## config.mk

```make
export PLATFORM = sky130hd
export DESIGN_NAME = ascii_link_read_framer
export DESIGN_NICKNAME = d
export VERILOG_FILES = /design/src/core/ascii_link_pkg.sv /design/src/core/ascii_link_read_framer.sv /design/src/core/ms_delay_timer.sv
export SDC_FILE = /design/constraint.sdc
export NUM_CORES = 1
export LEC_CHECK = 0
export ABC_CLOCK_PERIOD_IN_PS = 4200
export BUFFER_PORTS_ARGS = -buffer_cell sky130_fd_sc_hd__buf_2
export CAP_MARGIN = 20
export CELL_PAD_IN_SITES_DETAIL_PLACEMENT = 0
export CELL_PAD_IN_SITES_GLOBAL_PLACEMENT = 1
export CORE_MARGIN = 3
export CORE_UTILIZATION = 39
export DETAILED_ROUTE_END_ITERATION = 12
export PLACE_DENSITY = 0.84
export SLEW_MARGIN = 0
export SYNTH_ARGS = -nofsm -noshare
export SYNTH_HDL_FRONTEND = slang
export SYNTH_HIERARCHICAL = 1
export SYNTH_SLANG_ARGS = --single-unit
```

## constraint.sdc

```tcl
create_clock -name core_clk_i -period 4.2 [get_ports core_clk_i]
set_input_delay 0.42 -clock core_clk_i [delete_from_list [all_inputs] [get_ports core_clk_i]]
set_output_delay 0.42 -clock core_clk_i [all_outputs]
set_load 0.01 [all_outputs]
```

## src/core/ascii_link_pkg.sv

```systemverilog
package ascii_link_pkg;

	// ==========================================================
	// Control characters
	localparam logic [7:0] CH_STX = 8'h02;
	localparam logic [7:0] CH_ETX = 8'h03;
	localparam logic [7:0] CH_ENQ = 8'h05;
	localparam logic [7:0] CH_ACK = 8'h06;
	localparam logic [7:0] CH_LF  = 8'h0a;
	localparam logic [7:0] CH_CR  = 8'h0d;
	localparam logic [7:0] CH_NAK = 8'h15;

	// ==========================================================
	// Error codes sent in a negative reply; NONE is the normal code
	localparam logic [3:0] ERR_PARITY   = 4'h1;
	localparam logic [3:0] ERR_SUM      = 4'h2;
	localparam logic [3:0] ERR_PROTOCOL = 4'h3;
	localparam logic [3:0] ERR_FRAMING  = 4'h4;
	localparam logic [3:0] ERR_OVERRUN  = 4'h5;
	localparam logic [3:0] ERR_CHAR     = 4'h7;
	localparam logic [3:0] ERR_NONE     = 4'hf;

	// ==========================================================
	// Timing
	localparam int          CLK_PERIOD_NS   = 100;
	localparam int          MS_NS           = 1000000;
	localparam logic [15:0] STEP_MS         = 16'h000a;
	localparam logic [15:0] CHECK_MIN_MS    = 16'h000a;
	localparam logic [15:0] CHECK_MAX_MS    = 16'h001e;
	localparam logic [15:0] WAIT_DIGIT_MODE = 16'h270f;

	// ==========================================================
	// Frame layout (positions counted from 0 at the control char)
	localparam logic [4:0] REQ_LEN_DIGIT = 5'h08;
	localparam logic [4:0] POS_STN_HI    = 5'h01;
	localparam logic [4:0] POS_STN_LO    = 5'h02;
	localparam logic [4:0] POS_BODY      = 5'h03;
	localparam logic [4:0] ERR_BODY_LEN  = 5'h04;
	localparam logic [4:0] READ_OVERHEAD = 5'h06;
	localparam logic [4:0] SUM_CHARS     = 5'h02;
	localparam logic [4:0] LEN_FOUR      = 5'h04;
	localparam logic [4:0] LEN_TWO       = 5'h02;
	localparam logic [4:0] LEN_SIX       = 5'h06;
	localparam logic [4:0] LEN_MODEL     = 5'h14;
	localparam logic [7:0] STATION_MAX   = 8'h1f;
	localparam int         LE_CR_BIT     = 0;
	localparam int         LE_LF_BIT     = 1;

	// ==========================================================
	// Types
	typedef enum logic [1:0] {FMT_FOUR, FMT_TWO, FMT_SIX, FMT_MODEL} read_fmt_t;

	typedef struct packed {
		logic [7:0] data;
		logic       parity_err;
		logic       framing_err;
		logic       overrun_err;
	} rx_char_t;

	typedef struct packed {
		read_fmt_t       fmt;
		logic            is_err;
		logic [3:0]      err_code;
		logic [19:0][7:0] data;
	} read_rsp_t;

	// ==========================================================
	// Character helpers
	function automatic logic is_hex(input logic [7:0] c);
		return (c >= 8'h30 && c <= 8'h39) || (c >= 8'h41 && c <= 8'h46);
	endfunction : is_hex

	function automatic logic [3:0] hex_val(input logic [7:0] c);
		logic [7:0] v;
		v = (c <= 8'h39) ? c - 8'h30 : c - 8'h37;
		return v[3:0];
	endfunction : hex_val

	function automatic logic [7:0] to_hex(input logic [3:0] n);
		return (n <= 4'h9) ? 8'h30 + {4'h0, n} : 8'h37 + {4'h0, n};
	endfunction : to_hex

	function automatic logic [4:0] fmt_len(input read_fmt_t f);
		case (f)
			FMT_TWO:   return LEN_TWO;
			FMT_SIX:   return LEN_SIX;
			FMT_MODEL: return LEN_MODEL;
			default:   return LEN_FOUR;
		endcase
	endfunction : fmt_len

	function automatic logic [3:0] link_err(input rx_char_t r);
		if (r.parity_err)
			return ERR_PARITY;
		if (r.framing_err)
			return ERR_FRAMING;
		if (r.overrun_err)
			return ERR_OVERRUN;
		return ERR_NONE;
	endfunction : link_err

endpackage : ascii_link_pkg

```

## src/core/ascii_link_read_framer.sv

```systemverilog
`timescale 1ns/100ps
`default_nettype none
module ascii_link_read_framer #(
	parameter int MS_CYCLES = (ascii_link_pkg::MS_NS + ascii_link_pkg::CLK_PERIOD_NS - 1)
	                          / ascii_link_pkg::CLK_PERIOD_NS
) (
	input  wire logic                      core_clk_i,
	input  wire logic                      sys_rst_i,
	input  wire logic [4:0]                station_i,
	input  wire logic [15:0]               reply_wait_setting_i,
	input  wire logic [1:0]                line_end_selection_i,
	input  wire ascii_link_pkg::rx_char_t  rx_char_i,
	input  wire logic                      rx_valid_i,
	output logic [7:0]                     tx_data_o,
	output logic                           tx_valid_o,
	input  wire logic                      tx_ready_i,
	output logic                           rd_req_o,
	output logic [7:0]                     rd_code_o,
	input  wire logic                      rd_rsp_valid_i,
	input  wire ascii_link_pkg::read_rsp_t rd_rsp_i
);

	typedef enum logic [2:0] {
		ST_HUNT, ST_COLLECT, ST_LINE_END, ST_EVAL, ST_WAIT, ST_CHECK, ST_TX, ST_HOST_ANS
	} state_t;

	state_t                    state_ff,     nxt_state;
	logic [4:0]                cnt_ff,       nxt_cnt;
	logic [27:0]               nib_ff,       nxt_nib;
	logic [7:0]                csum_ff,      nxt_csum;
	logic [3:0]                err_ff,       nxt_err;
	logic                      reply_err_ff, nxt_reply_err;
	logic [3:0]                code_err_ff,  nxt_code_err;
	ascii_link_pkg::read_rsp_t rsp_ff,       nxt_rsp;
	logic                      rsp_got_ff,   nxt_rsp_got;
	logic [4:0]                tx_idx_ff,    nxt_tx_idx;
	logic [7:0]                tx_byte_ff,   nxt_tx_byte;
	logic [7:0]                tx_sum_ff,    nxt_tx_sum;
	logic                      nak_ff,       nxt_nak;
	logic                      bad_ff,       nxt_bad;
	logic                      req_ff,       nxt_req;
	logic [7:0]                code_ff,      nxt_code;
	logic        digit_mode, tmr_start, tmr_busy, in_sum;
	logic [15:0] tmr_ms, wait_ms, check_ms;
	logic [4:0]  req_len, le_total, body_len, tx_last, pick_idx, data_len;
	logic [7:0]  ch, rx_station, rx_code, rx_sum, pick_sum, pick_byte, sum_after, stn_byte;
	logic [3:0]  ch_err;

	ms_delay_timer #(
		.MS_CYCLES (MS_CYCLES)
	) u_timer (
		.core_clk_i (core_clk_i),
		.sys_rst_i  (sys_rst_i),
		.start_i    (tmr_start),
		.ms_i       (tmr_ms),
		.busy_o     (tmr_busy)
	);

	// ==========================================================
	// Field decode of the captured request, plus reply lengths from the captured response
	always_comb begin
		ch         = rx_char_i.data;
		ch_err     = ascii_link_pkg::link_err(rx_char_i);
		digit_mode = (reply_wait_setting_i == ascii_link_pkg::WAIT_DIGIT_MODE);
		req_len    = digit_mode ? ascii_link_pkg::REQ_LEN_DIGIT
		                        : ascii_link_pkg::REQ_LEN_DIGIT - 5'h01;
		le_total   = {4'h0, line_end_selection_i[ascii_link_pkg::LE_CR_BIT]}
		           + {4'h0, line_end_selection_i[ascii_link_pkg::LE_LF_BIT]};
		rx_station = digit_mode ? nib_ff[27:20] : nib_ff[23:16];
		rx_code    = digit_mode ? nib_ff[19:12] : nib_ff[15:8];
		rx_sum     = nib_ff[7:0];
		// Digit times step, else the setting itself, both in ms
		wait_ms    = digit_mode ? {12'h000, nib_ff[11:8]} * ascii_link_pkg::STEP_MS
		                        : reply_wait_setting_i;
		// Check time spreads over the allowed range by code low bits
		check_ms   = code_ff[1] ? ascii_link_pkg::CHECK_MAX_MS
		           : (code_ff[0] ? ascii_link_pkg::CHECK_MIN_MS + ascii_link_pkg::STEP_MS
		                         : ascii_link_pkg::CHECK_MIN_MS);
		data_len   = ascii_link_pkg::fmt_len(rsp_ff.fmt);
		body_len   = reply_err_ff ? ascii_link_pkg::ERR_BODY_LEN
		                          : data_len + ascii_link_pkg::READ_OVERHEAD;
		tx_last    = body_len + le_total - 5'h01;
		stn_byte   = {3'h0, station_i};
	end

	// ==========================================================
	// Reply character picker; kept apart from the FSM so the byte
	// for the next slot never feeds back into its own index
	always_comb begin
		in_sum    = (tx_idx_ff >= ascii_link_pkg::POS_STN_HI) && !reply_err_ff
		          && (tx_idx_ff <= data_len + ascii_link_pkg::POS_BODY);
		sum_after = tx_sum_ff + (in_sum ? tx_byte_ff : 8'h00);
		pick_idx  = (state_ff == ST_TX) ? tx_idx_ff + 5'h01 : 5'h00;
		pick_sum  = (state_ff == ST_TX) ? sum_after : 8'h00;
		pick_byte = ascii_link_pkg::CH_LF;
		if (pick_idx == 5'h00) begin
			pick_byte = reply_err_ff ? ascii_link_pkg::CH_NAK : ascii_link_pkg::CH_STX;
		end else if (pick_idx == ascii_link_pkg::POS_STN_HI) begin
			pick_byte = ascii_link_pkg::to_hex(stn_byte[7:4]);
		end else if (pick_idx == ascii_link_pkg::POS_STN_LO) begin
			pick_byte = ascii_link_pkg::to_hex(stn_byte[3:0]);
		end else if (pick_idx < body_len) begin
			if (reply_err_ff)
				pick_byte = ascii_link_pkg::to_hex(code_err_ff);
			else if (pick_idx < data_len + ascii_link_pkg::POS_BODY)
				pick_byte = rsp_ff.data[pick_idx - ascii_link_pkg::POS_BODY];
			else if (pick_idx == data_len + ascii_link_pkg::POS_BODY)
				pick_byte = ascii_link_pkg::CH_ETX;
			else if (pick_idx == body_len - ascii_link_pkg::SUM_CHARS)
				pick_byte = ascii_link_pkg::to_hex(pick_sum[7:4]);
			else
				pick_byte = ascii_link_pkg::to_hex(pick_sum[3:0]);
		end else if (pick_idx == body_len && line_end_selection_i[ascii_link_pkg::LE_CR_BIT]) begin
			pick_byte = ascii_link_pkg::CH_CR;
		end
	end

	// ==========================================================
	// Frame state machine
	always_comb begin
		nxt_state     = state_ff;
		nxt_cnt       = cnt_ff;
		nxt_nib       = nib_ff;
		nxt_csum      = csum_ff;
		nxt_err       = err_ff;
		nxt_reply_err = reply_err_ff;
		nxt_code_err  = code_err_ff;
		nxt_rsp       = rsp_ff;
		nxt_rsp_got   = rsp_got_ff;
		nxt_tx_idx    = tx_idx_ff;
		nxt_tx_byte   = tx_byte_ff;
		nxt_tx_sum    = tx_sum_ff;
		nxt_nak       = nak_ff;
		nxt_bad       = bad_ff;
		nxt_req       = 1'b0;
		nxt_code      = code_ff;
		tmr_start     = 1'b0;
		tmr_ms        = 16'h0000;
		// A response may land any time after the request pulse
		if (rd_rsp_valid_i && (state_ff == ST_WAIT || state_ff == ST_CHECK)) begin
			nxt_rsp     = rd_rsp_i;
			nxt_rsp_got = 1'b1;
		end
		case (state_ff)
			ST_HUNT, ST_COLLECT, ST_LINE_END, ST_HOST_ANS: begin
				// A fresh ENQ restarts a request in hunt, collect, line end and host answer, even mid-frame
				if (rx_valid_i && ch == ascii_link_pkg::CH_ENQ) begin
					nxt_state = ST_COLLECT;
					nxt_cnt   = 5'h00;
					nxt_nib   = 28'h0000000;
					nxt_csum  = 8'h00;
					nxt_err   = ch_err;
				end else if (rx_valid_i && state_ff == ST_COLLECT) begin
					nxt_cnt = cnt_ff + 5'h01;
					nxt_nib = {nib_ff[23:0], ascii_link_pkg::hex_val(ch)};
					if (cnt_ff < req_len - 5'h03)
						nxt_csum = csum_ff + ch;
					if (err_ff == ascii_link_pkg::ERR_NONE) begin
						if (ch_err != ascii_link_pkg::ERR_NONE)
							nxt_err = ch_err;
						else if (!ascii_link_pkg::is_hex(ch))
							nxt_err = ascii_link_pkg::ERR_CHAR;
					end
					if (cnt_ff == req_len - 5'h02) begin
						nxt_cnt   = 5'h00;
						nxt_state = (le_total == 5'h00) ? ST_EVAL : ST_LINE_END;
					end
				end else if (rx_valid_i && state_ff == ST_LINE_END) begin
					nxt_cnt = cnt_ff + 5'h01;
					// First expected char is CR only if CR is selected
					if (err_ff == ascii_link_pkg::ERR_NONE) begin
						if (ch_err != ascii_link_pkg::ERR_NONE)
							nxt_err = ch_err;
						else if (ch != ((cnt_ff == 5'h00
						         && line_end_selection_i[ascii_link_pkg::LE_CR_BIT])
						         ? ascii_link_pkg::CH_CR : ascii_link_pkg::CH_LF))
							nxt_err = ascii_link_pkg::ERR_PROTOCOL;
					end
					if (cnt_ff == le_total - 5'h01)
						nxt_state = ST_EVAL;
				end else if (rx_valid_i && state_ff == ST_HOST_ANS) begin
					nxt_cnt = cnt_ff + 5'h01;
					if (cnt_ff == 5'h00) begin
						nxt_nak = (ch == ascii_link_pkg::CH_NAK);
						nxt_bad = (ch != ascii_link_pkg::CH_NAK) && (ch != ascii_link_pkg::CH_ACK);
					end else if (cnt_ff == ascii_link_pkg::POS_STN_HI) begin
						nxt_bad = bad_ff || (ch != ascii_link_pkg::to_hex(stn_byte[7:4]));
					end else if (cnt_ff == ascii_link_pkg::POS_STN_LO) begin
						nxt_bad = bad_ff || (ch != ascii_link_pkg::to_hex(stn_byte[3:0]));
					end
					if (cnt_ff == ascii_link_pkg::POS_STN_LO + le_total) begin
						nxt_cnt = 5'h00;
						if (bad_ff || nxt_bad) begin
							nxt_state = ST_HOST_ANS;
						end else if (nak_ff || nxt_nak) begin
							nxt_state   = ST_TX;
							nxt_tx_idx  = 5'h00;
							nxt_tx_sum  = 8'h00;
							nxt_tx_byte = pick_byte;
						end else begin
							nxt_state = ST_HUNT;
						end
					end
				end
			end
			ST_EVAL: begin
				nxt_rsp_got = 1'b0;
				// Foreign or out-of-range station: stay silent
				if (rx_station != stn_byte || rx_station > ascii_link_pkg::STATION_MAX) begin
					nxt_state = ST_HUNT;
				end else begin
					nxt_state = ST_WAIT;
					tmr_start = 1'b1;
					tmr_ms    = wait_ms;
					if (err_ff != ascii_link_pkg::ERR_NONE) begin
						nxt_reply_err = 1'b1;
						nxt_code_err  = err_ff;
					end else if (csum_ff != rx_sum) begin
						nxt_reply_err = 1'b1;
						nxt_code_err  = ascii_link_pkg::ERR_SUM;
					end else begin
						nxt_reply_err = 1'b0;
						nxt_req       = 1'b1;
						nxt_code      = rx_code; // Served reads only, so the code holds otherwise
					end
				end
			end
			ST_WAIT: begin
				if (!tmr_busy) begin
					if (reply_err_ff) begin
						nxt_state   = ST_TX;
						nxt_tx_idx  = 5'h00;
						nxt_tx_sum  = 8'h00;
						nxt_tx_byte = pick_byte;
					end else begin
						nxt_state = ST_CHECK;
						tmr_start = 1'b1;
						tmr_ms    = check_ms;
					end
				end
			end
			ST_CHECK: begin
				// Reply holds until both the check time and the data are in
				if (!tmr_busy && rsp_got_ff) begin
					nxt_state   = ST_TX;
					nxt_tx_idx  = 5'h00;
					nxt_tx_sum  = 8'h00;
					nxt_tx_byte = pick_byte;
					if (rsp_ff.is_err) begin
						nxt_reply_err = 1'b1;
						nxt_code_err  = rsp_ff.err_code;
						nxt_tx_byte   = ascii_link_pkg::CH_NAK;
					end
				end
			end
			ST_TX: begin
				if (tx_ready_i) begin
					if (tx_idx_ff == tx_last) begin
						nxt_cnt   = 5'h00;
						nxt_state = reply_err_ff ? ST_HUNT : ST_HOST_ANS;
					end else begin
						nxt_tx_idx  = tx_idx_ff + 5'h01;
						nxt_tx_byte = pick_byte;
						nxt_tx_sum  = sum_after;
					end
				end
			end
			default: begin
				nxt_state = ST_HUNT;
			end
		endcase
	end

	always_ff @(posedge core_clk_i) begin
		if (sys_rst_i) begin
			state_ff     <= ST_HUNT;
			cnt_ff       <= 5'h00;
			nib_ff       <= 28'h0000000;
			csum_ff      <= 8'h00;
			err_ff       <= ascii_link_pkg::ERR_NONE;
			reply_err_ff <= 1'b0;
			code_err_ff  <= ascii_link_pkg::ERR_NONE;
			rsp_ff       <= '0;
			rsp_got_ff   <= 1'b0;
			tx_idx_ff    <= 5'h00;
			tx_byte_ff   <= 8'h00;
			tx_sum_ff    <= 8'h00;
			nak_ff       <= 1'b0;
			bad_ff       <= 1'b0;
			req_ff       <= 1'b0;
			code_ff      <= 8'h00;
		end else begin
			state_ff     <= nxt_state;
			cnt_ff       <= nxt_cnt;
			nib_ff       <= nxt_nib;
			csum_ff      <= nxt_csum;
			err_ff       <= nxt_err;
			reply_err_ff <= nxt_reply_err;
			code_err_ff  <= nxt_code_err;
			rsp_ff       <= nxt_rsp;
			rsp_got_ff   <= nxt_rsp_got;
			tx_idx_ff    <= nxt_tx_idx;
			tx_byte_ff   <= nxt_tx_byte;
			tx_sum_ff    <= nxt_tx_sum;
			nak_ff       <= nxt_nak;
			bad_ff       <= nxt_bad;
			req_ff       <= nxt_req;
			code_ff      <= nxt_code;
		end
	end

	// ==========================================================
	// Outputs
	assign tx_valid_o = (state_ff == ST_TX);
	assign tx_data_o  = tx_byte_ff;
	assign rd_req_o   = req_ff;
	assign rd_code_o  = code_ff;
endmodule : ascii_link_read_framer
`default_nettype wire

```

## src/core/ms_delay_timer.sv

```systemverilog
`timescale 1ns/100ps
`default_nettype none

module ms_delay_timer #(
	parameter int MS_CYCLES = 10000
) (
	input  wire logic        core_clk_i,
	input  wire logic        sys_rst_i,
	input  wire logic        start_i,
	input  wire logic [15:0] ms_i,
	output logic             busy_o
);

	localparam logic [15:0] PRE_TOP = 16'(MS_CYCLES - 1);

	logic        busy_ff,    nxt_busy;
	logic [15:0] ms_left_ff, nxt_ms_left;
	logic [15:0] pre_ff,     nxt_pre;

	// ==========================================================
	// Millisecond prescaler and countdown; zero ms still lasts one cycle
	always_comb begin
		nxt_busy    = busy_ff;
		nxt_ms_left = ms_left_ff;
		nxt_pre     = pre_ff;
		if (start_i) begin
			nxt_busy    = 1'b1;
			nxt_ms_left = ms_i;
			nxt_pre     = PRE_TOP;
		end else if (busy_ff) begin
			if (ms_left_ff == 16'h0000) begin
				nxt_busy = 1'b0;
			end else if (pre_ff == 16'h0000) begin
				nxt_pre     = PRE_TOP;
				nxt_ms_left = ms_left_ff - 16'h0001;
			end else begin
				nxt_pre = pre_ff - 16'h0001;
			end
		end
	end

	always_ff @(posedge core_clk_i) begin
		if (sys_rst_i) begin
			busy_ff    <= 1'b0;
			ms_left_ff <= 16'h0000;
			pre_ff     <= 16'h0000;
		end else begin
			busy_ff    <= nxt_busy;
			ms_left_ff <= nxt_ms_left;
			pre_ff     <= nxt_pre;
		end
	end

	assign busy_o = busy_ff;

endmodule : ms_delay_timer

`default_nettype wire

```

---- Yosys cells after proc, flatten, opt, wreduce, memory -nomap -nowiden ----
Cells that the tools add are included.
W data, S select, Z words.
word-level totals
  bits in registers ....................... 286
  output and inout bits ................... 18
  word-level logic and storage cells ...... 376
cells by class
  add/sub/neg operators ................... 29
  $mul .................................... 1
  order comparisons ....................... 16
  eq/ne operators ......................... 56
  muxes and demuxes ....................... 169
  bitwise logic cells ..................... 8
  reduce and logical (&&, ||, !) cells .... 55
operator list
  kind                     count
  $mux W8                  39
  $mux W5                  27
  $mux W16                 7
  $mux W4                  22
  $pmux W8 S4              2
  $add A6 B4 Y7 const A    8
  $mux W28                 2
  $mux W3                  17
  $mux W7                  7
  $mux W14                 3
  $bmux W8 S5              1
  $mux W1                  33
  $logic_not A16 Y1        2
  $pmux W16 S2             1
  $sub A16 B1 Y16 const B  2
  $eq A5 B5 Y1             6
  $ne A2 B2 Y1 const B     13
  $pmux W5 S4              1
  $add A8 B8 Y8            2
  $eq A16 B14 Y1 const B   1
  $le A4 B4 Y1 const B     4
  $ne A4 B4 Y1 const B     4
  $ne A8 B7 Y1             2
  $logic_not A5 Y1         3
  65 further kinds         125

---- Depth between registers and ports, before layout ----
  depth after elaboration ................. 26
  mapped depth ............................ 22
  depth with buffers taken out ............ 22

---- Cells and area by module ----
The synthesis kept the hierarchy.
by module, submodules not included
  module                  instances  cells an instance  area an instance (um^2)  seq. area each (um^2)
  ascii_link_read_framer  1          1896               14525.2                  5064.9
  ms_delay_timer          1          240                1915.6                   660.6

---- Worst setup path after synthesis ----
OpenSTA, ideal clock, no wires.
  kind .................................... reg-to-reg
  start point ............................. register rsp_ff[165] (netlist name)
  end point ............................... register tx_byte_ff[6], in the netlist tx_data_o[6]
  library setup time ...................... 73 ps
  arrival ................................. 4090 ps
  required time ........................... 4127 ps
  path slack .............................. 36 ps
  cell stages (with the launch flop) ...... 23
  buffers on the path ..................... 0
  clock period less this slack ............ 4164 ps
  cell sequence ........................... dfxtp_1 inv_1 ha_1 inv_1 ha_1 nand2_1 or4_1 o211a_2 and2_1 ha_1 fa_1 a21o_1 a21oi_1 xor2_1 nor2_1 inv_1 ha_1 nor2_1 inv_1 nand2_1 a41oi_1 or3_1 o211ai_2
between the ends
  word-level cells in the longest chain between the ends .. 26
  elaborated cells on any way between the ends .. 52
RTL lines
  element                                              RTL line                                                                                    source
  from (decl)                                          ascii_link_read_framer.sv:34                                                                ascii_link_pkg::read_rsp_t rsp_ff, nxt_rsp;
  from (signal assigned)                               ascii_link_read_framer.sv:300                                                               rsp_ff <= nxt_rsp;
  $eq A2 B2 Y1 / $eq A2 B1 Y1 (equally long branches)  ascii_link_pkg.sv:84                                                                        case (f)
  $pmux W5 S3 *                                        ascii_link_pkg.sv:84
  $add A5 B2 Y5                                        ascii_link_read_framer.sv:91, ascii_link_read_framer.sv:105, ascii_link_read_framer.sv:107
  $le A5 B5 Y1                                         ascii_link_read_framer.sv:91                                                                && (tx_idx_ff <= data_len + ascii_link_pkg::POS_BODY);
  $logic_and A1 B1 Y1                                  ascii_link_read_framer.sv:91
  $mux W8                                              ascii_link_read_framer.sv:92                                                                sum_after = tx_sum_ff + (in_sum ? tx_byte_ff : 8'h00);
  $add A8 B8 Y8                                        ascii_link_read_framer.sv:92
  $mux W8                                              ascii_link_read_framer.sv:94                                                                pick_sum = (state_ff == ST_TX) ? sum_after : 8'h00;
  [... 10 more ...]                                    -
  $mux W8                                              ascii_link_read_framer.sv:195                                                               end else if (nak_ff || nxt_nak) begin
  $mux W8                                              ascii_link_read_framer.sv:193                                                               if (bad_ff || nxt_bad) begin
  $mux W8                                              ascii_link_read_framer.sv:191                                                               if (cnt_ff == ascii_link_pkg::POS_STN_LO + le_total) begin
  $mux W8                                              ascii_link_read_framer.sv:181                                                               end else if (rx_valid_i && state_ff == ST_HOST_ANS) begin
  $mux W8                                              ascii_link_read_framer.sv:168                                                               end else if (rx_valid_i && state_ff == ST_LINE_END) begin
  $mux W8                                              ascii_link_read_framer.sv:153                                                               end else if (rx_valid_i && state_ff == ST_COLLECT) begin
  $mux W8                                              ascii_link_read_framer.sv:147                                                               if (rx_valid_i && ch == ascii_link_pkg::CH_ENQ) begin
  $pmux W8 S4                                          ascii_link_read_framer.sv:144                                                               case (state_ff)
  to (signal assigned)                                 ascii_link_read_framer.sv:303                                                               tx_byte_ff <= nxt_tx_byte;
  to (decl)                                            ascii_link_read_framer.sv:37                                                                logic [7:0] tx_byte_ff, nxt_tx_byte;
Mark *: on every way between the ends. The rest lies on a longest branch, timed or not. The select of a mux whose other input is x is not followed.
A chain may end at the register's enable or synchronous reset.

---- Worst setup path in the final report ----
  start point ............................. register rsp_ff[165] (netlist name)
  end point ............................... register tx_byte_ff[1], in the netlist tx_data_o[1]
The elaborated chain is that of the path after synthesis.

==> results.md <==
* Vias in the first global route at 15.7k
* Synth top area cells: dfxtp_1 35%, nand2_1 11%, a21oi_1 8.0%, ha_1 5.0%, nor2_1 3.5%
* Final Hold Fails at 0
* Post-Syn Area at between 0.015 and 0.02 mm^2
* CTS tree: done
* Worst-Skew Late Latency at about 0.55 ns
* Post-CTS Hold Buffers at 0
* DRT Pass-1 Iters at 7
* Gate power share at 31.7%
* Clock Skews at slightly below 0.03 ns
* Area of the multi-input gates at approximately 0.010 mm^2
* Design Area, Final at 0.0197 mm^2
* Area growth, synth to finish at 19.8%
* Fmax at about 0.24 GHz
* Post-synth top cells: 484 x nand2_1, 286 x dfxtp_1, 264 x a21oi_1
* H-tree levels at 2
* Number of nets still failing antenna checks after routing at 0
* Die Ht at between 200 and 250 um
* Synth Warn # at 6
* Fraction of registers with async set/reset at 0%
* Rows at 74
* Post-synthesis sequential area ratio at between 30% and 40%
* Starting DRT DRC Count at 1392
* Storage element area at roughly 0.0057 mm^2
* Clk pin slew, worst setup/hold paths at 0.06 ns
* First-pass GRT wire length at roughly 83000 um
* Pwr per Cell Area at 467 mW/mm^2
* Core ar. at 0.0412 mm^2
* Synth Instances at around 2.1k
* Sw frac at 36.2%
* Area leader, netlist: dfxtp_1
* Vias at ~16k
* GPL Wtd Cong at 0.900
* Fill cells at between 4k and 5k
* Initial antenna violation count at 0
* Worst Path Class, Setup: flop to flop
* GR Util All Layers at a little under a quarter
* Hold EP: rsp_ff[104]
* Worst Path Arrival at roughly 4.6 ns
* Clk buf depth at 3
* Clock share of power at ~33%
* Hold WC Path Type: input port to flop
* Worst-path fanout max at 6
* Grt total ovfl at 0
* Post-synth EDFFs at 0
* CP Capture Type: flop
* Die width at 211 um
* Power, Total at 9.20 mW
* Top-count cell post-synth: nand2_1
* Fin crit share at 98.2%
* R2r startpoint: rsp_ff[165]
* Pint at between 5 and 6 mW
* Reg2reg end: tx_data_o[1]
* Clock Sinks at roughly 290
* Post-synth cell types at between 90 and 100
* Startpoint Class: flop
* Layout cell share with drive strength beyond 1 at roughly a fifth
* CTS Root Cell: clkbuf_16
* Unrepaired setup endpoints after global routing: true
* Leak pwr at around 7.8 nW
* Drc violations at 0
* Max capacitance violation total at 0
* R2R Setup Slk at 0.08 ns
* Via-to-Cell Ratio at around 5.6
* Placed Area at approximately 0.018 mm^2
* Register share of total power at between 30% and 40%
* Synthesized area per cell at 7.70 um^2
* Hold WS at ~0.11 ns
* Pin count of the biggest net entering global routing at 126
* Final Non-Filler Cells at approximately 2.9k
* Synth Flop Type: dfxtp_1
* Yosys top cell area share at 34.8%
* Status: completed
* Drt wl/cell at about 18 um
* Yosys reg bits at between 200 and 300
* Die area at 0.0447 mm^2
* Worst EP required at 4.63 ns
* Slew @ Worst Pin at 1.01 ns
* Switching pwr at approximately 3.3 mW
* Ports at roughly 220
* Nets at about 2.6k
* Initial core utilization at about 40%
* Relative slew margins at 33.0%
* IO buf count at 223
* Synthesized Nets at roughly 2.4k
* Post-Route WL at about 53000 um
* Hold path depth at 3
* CTS Buf Count at 34
* Crit path time final at slightly above 4 ns
* Final setup fails at 0
* Peak supply drop at approximately 280 uV
* Min-delay src: rd_rsp_i[104]
* Worst slack, placed at -0.157 ns
* Final setup margin at about 0.076 ns
* R2r worst-path depth at 21
* Hpwl dp at 37800 um
* Slew Viols, Final at 0
* Placed Instances at between 2k and 3k
[final cells by class]
cell class / instances / area share, %
antenna: 1 / 0.0127
clock buffer: 47 / 5.03
clock inverter: 15 / 0.787
inverter: 66 / 1.28
multi-input combinational: 1640 / 51.5
sequential: 286 / 29.1
tap: 532 / 3.38
timing repair buffer: 302 / 8.91
[repair_timing]
action	CTS	global route
endpoints found under the setup margin	5	8
buffers inserted	10	6
pin swaps	8	25
gates resized for setup	25	31
cloned	0	0
[flip-flops by register name, indices dropped and copies added, names as in the netlist, 8 cells and up]
signal and flops:
u_timer/pre_ff 16, nib_ff 28, csum_ff 8, rsp_ff 167, u_timer/ms_left_ff 16, rd_code_o 8
tx_sum_ff 8, tx_data_o 8
[cells in the final DEF (no fill, tap or decap), types with 31 or more instances in the layout]
| cell | synthesis | layout |
|---|---|---|
| nand2_1 | 484 | 480 |
| dfxtp_1 | 286 | 284 |
| a21oi_1 | 264 | 261 |
| buf_2 | 25 | 222 |
| nor2_1 | 155 | 152 |
| buf_4 | 2 | 76 |
| inv_1 | 62 | 57 |
| ha_1 | 66 | 56 |
| nor3_1 | 45 | 44 |
| mux2i_1 | 42 | 42 |
| nand3_1 | 43 | 42 |
| o21ai_0 | 43 | 42 |
| clkbuf_16 | 0 | 35 |
| and3_1 | 33 | 32 |
| a22oi_1 | 32 | 32 |
| xnor2_1 | 31 | 31 |
[metrics by stage]
stage          utilization [%]  TNS (ns)
3_3_place_gp              44.0    -0.153
6_report                  47.8         0
2_1_floorplan                -         0
3_5_place_dp              44.0    -0.760
4_1_cts                   47.3         0
5_1_grt                   47.8    -0.368
[routing by layer]
layer	routed length [um]	GRT usage (%)	vias up
met2	25600	39.7	476
met5	0	0	-
met1	22900	29.6	7664
met4	1680	7.34	0
met3	2840	3.08	90
li1	-	-	7925
[cell families after synthesis]
logic type	Yosys count	synth area share, %
buf+inv	210	5.13
fa+ha+maj	70	5.51
xor+xnor	59	3.44
mux	62	4.95
compound gates	556	21.6
flops	286	34.8
simple gates	893	24.5
[how the worst max path moves through the flow]
stage	startpoint	to
after floorplan	rsp_ff[165]	tx_data_o[6]
after global routing	rsp_ff[165]	tx_data_o[2]
after detailed placement	rsp_ff[165]	tx_data_o[6]
after CTS	rsp_ff[165]	tx_data_o[6]
after global placement	rsp_ff[165]	tx_data_o[1]
final	rsp_ff[165]	tx_data_o[1]
[critical path, stage by stage (launching register included)]
cell and delay [ns]:
dfxtp_4 0.36, inv_4 0.06, ha_4 0.13, inv_4 0.04, ha_4 0.27, nand2_4 0.04
or4_4 0.51, o211a_4 0.17, buf_4 0.16, and2_1 0.19, ha_4 0.30, nand3_2 0.09
o2111ai_2 0.25, xor2_1 0.22, nand2_2 0.15, ha_4 0.21, nor2_4 0.11, inv_2 0.06
nand2_2 0.11, a21o_1 0.16, a311oi_2 0.11, a211o_1 0.32
[power by group through the flow]
| stage | Combinational [mW] | Sequential, mW | Clock (mW) |
|---|---|---|---|
| after floorplan | 2.13 | 3.23 | 0 |
| after global placement | 2.80 | 3.30 | 0 |
| after detailed placement | 2.86 | 3.31 | 0 |
| after CTS | 2.88 | 3.26 | 3.08 |
| after global routing | 3.26 | 3.30 | 3.18 |
| final | 2.91 | 3.27 | 3.02 |
Note: power is estimated with default switching activity, not from simulation.
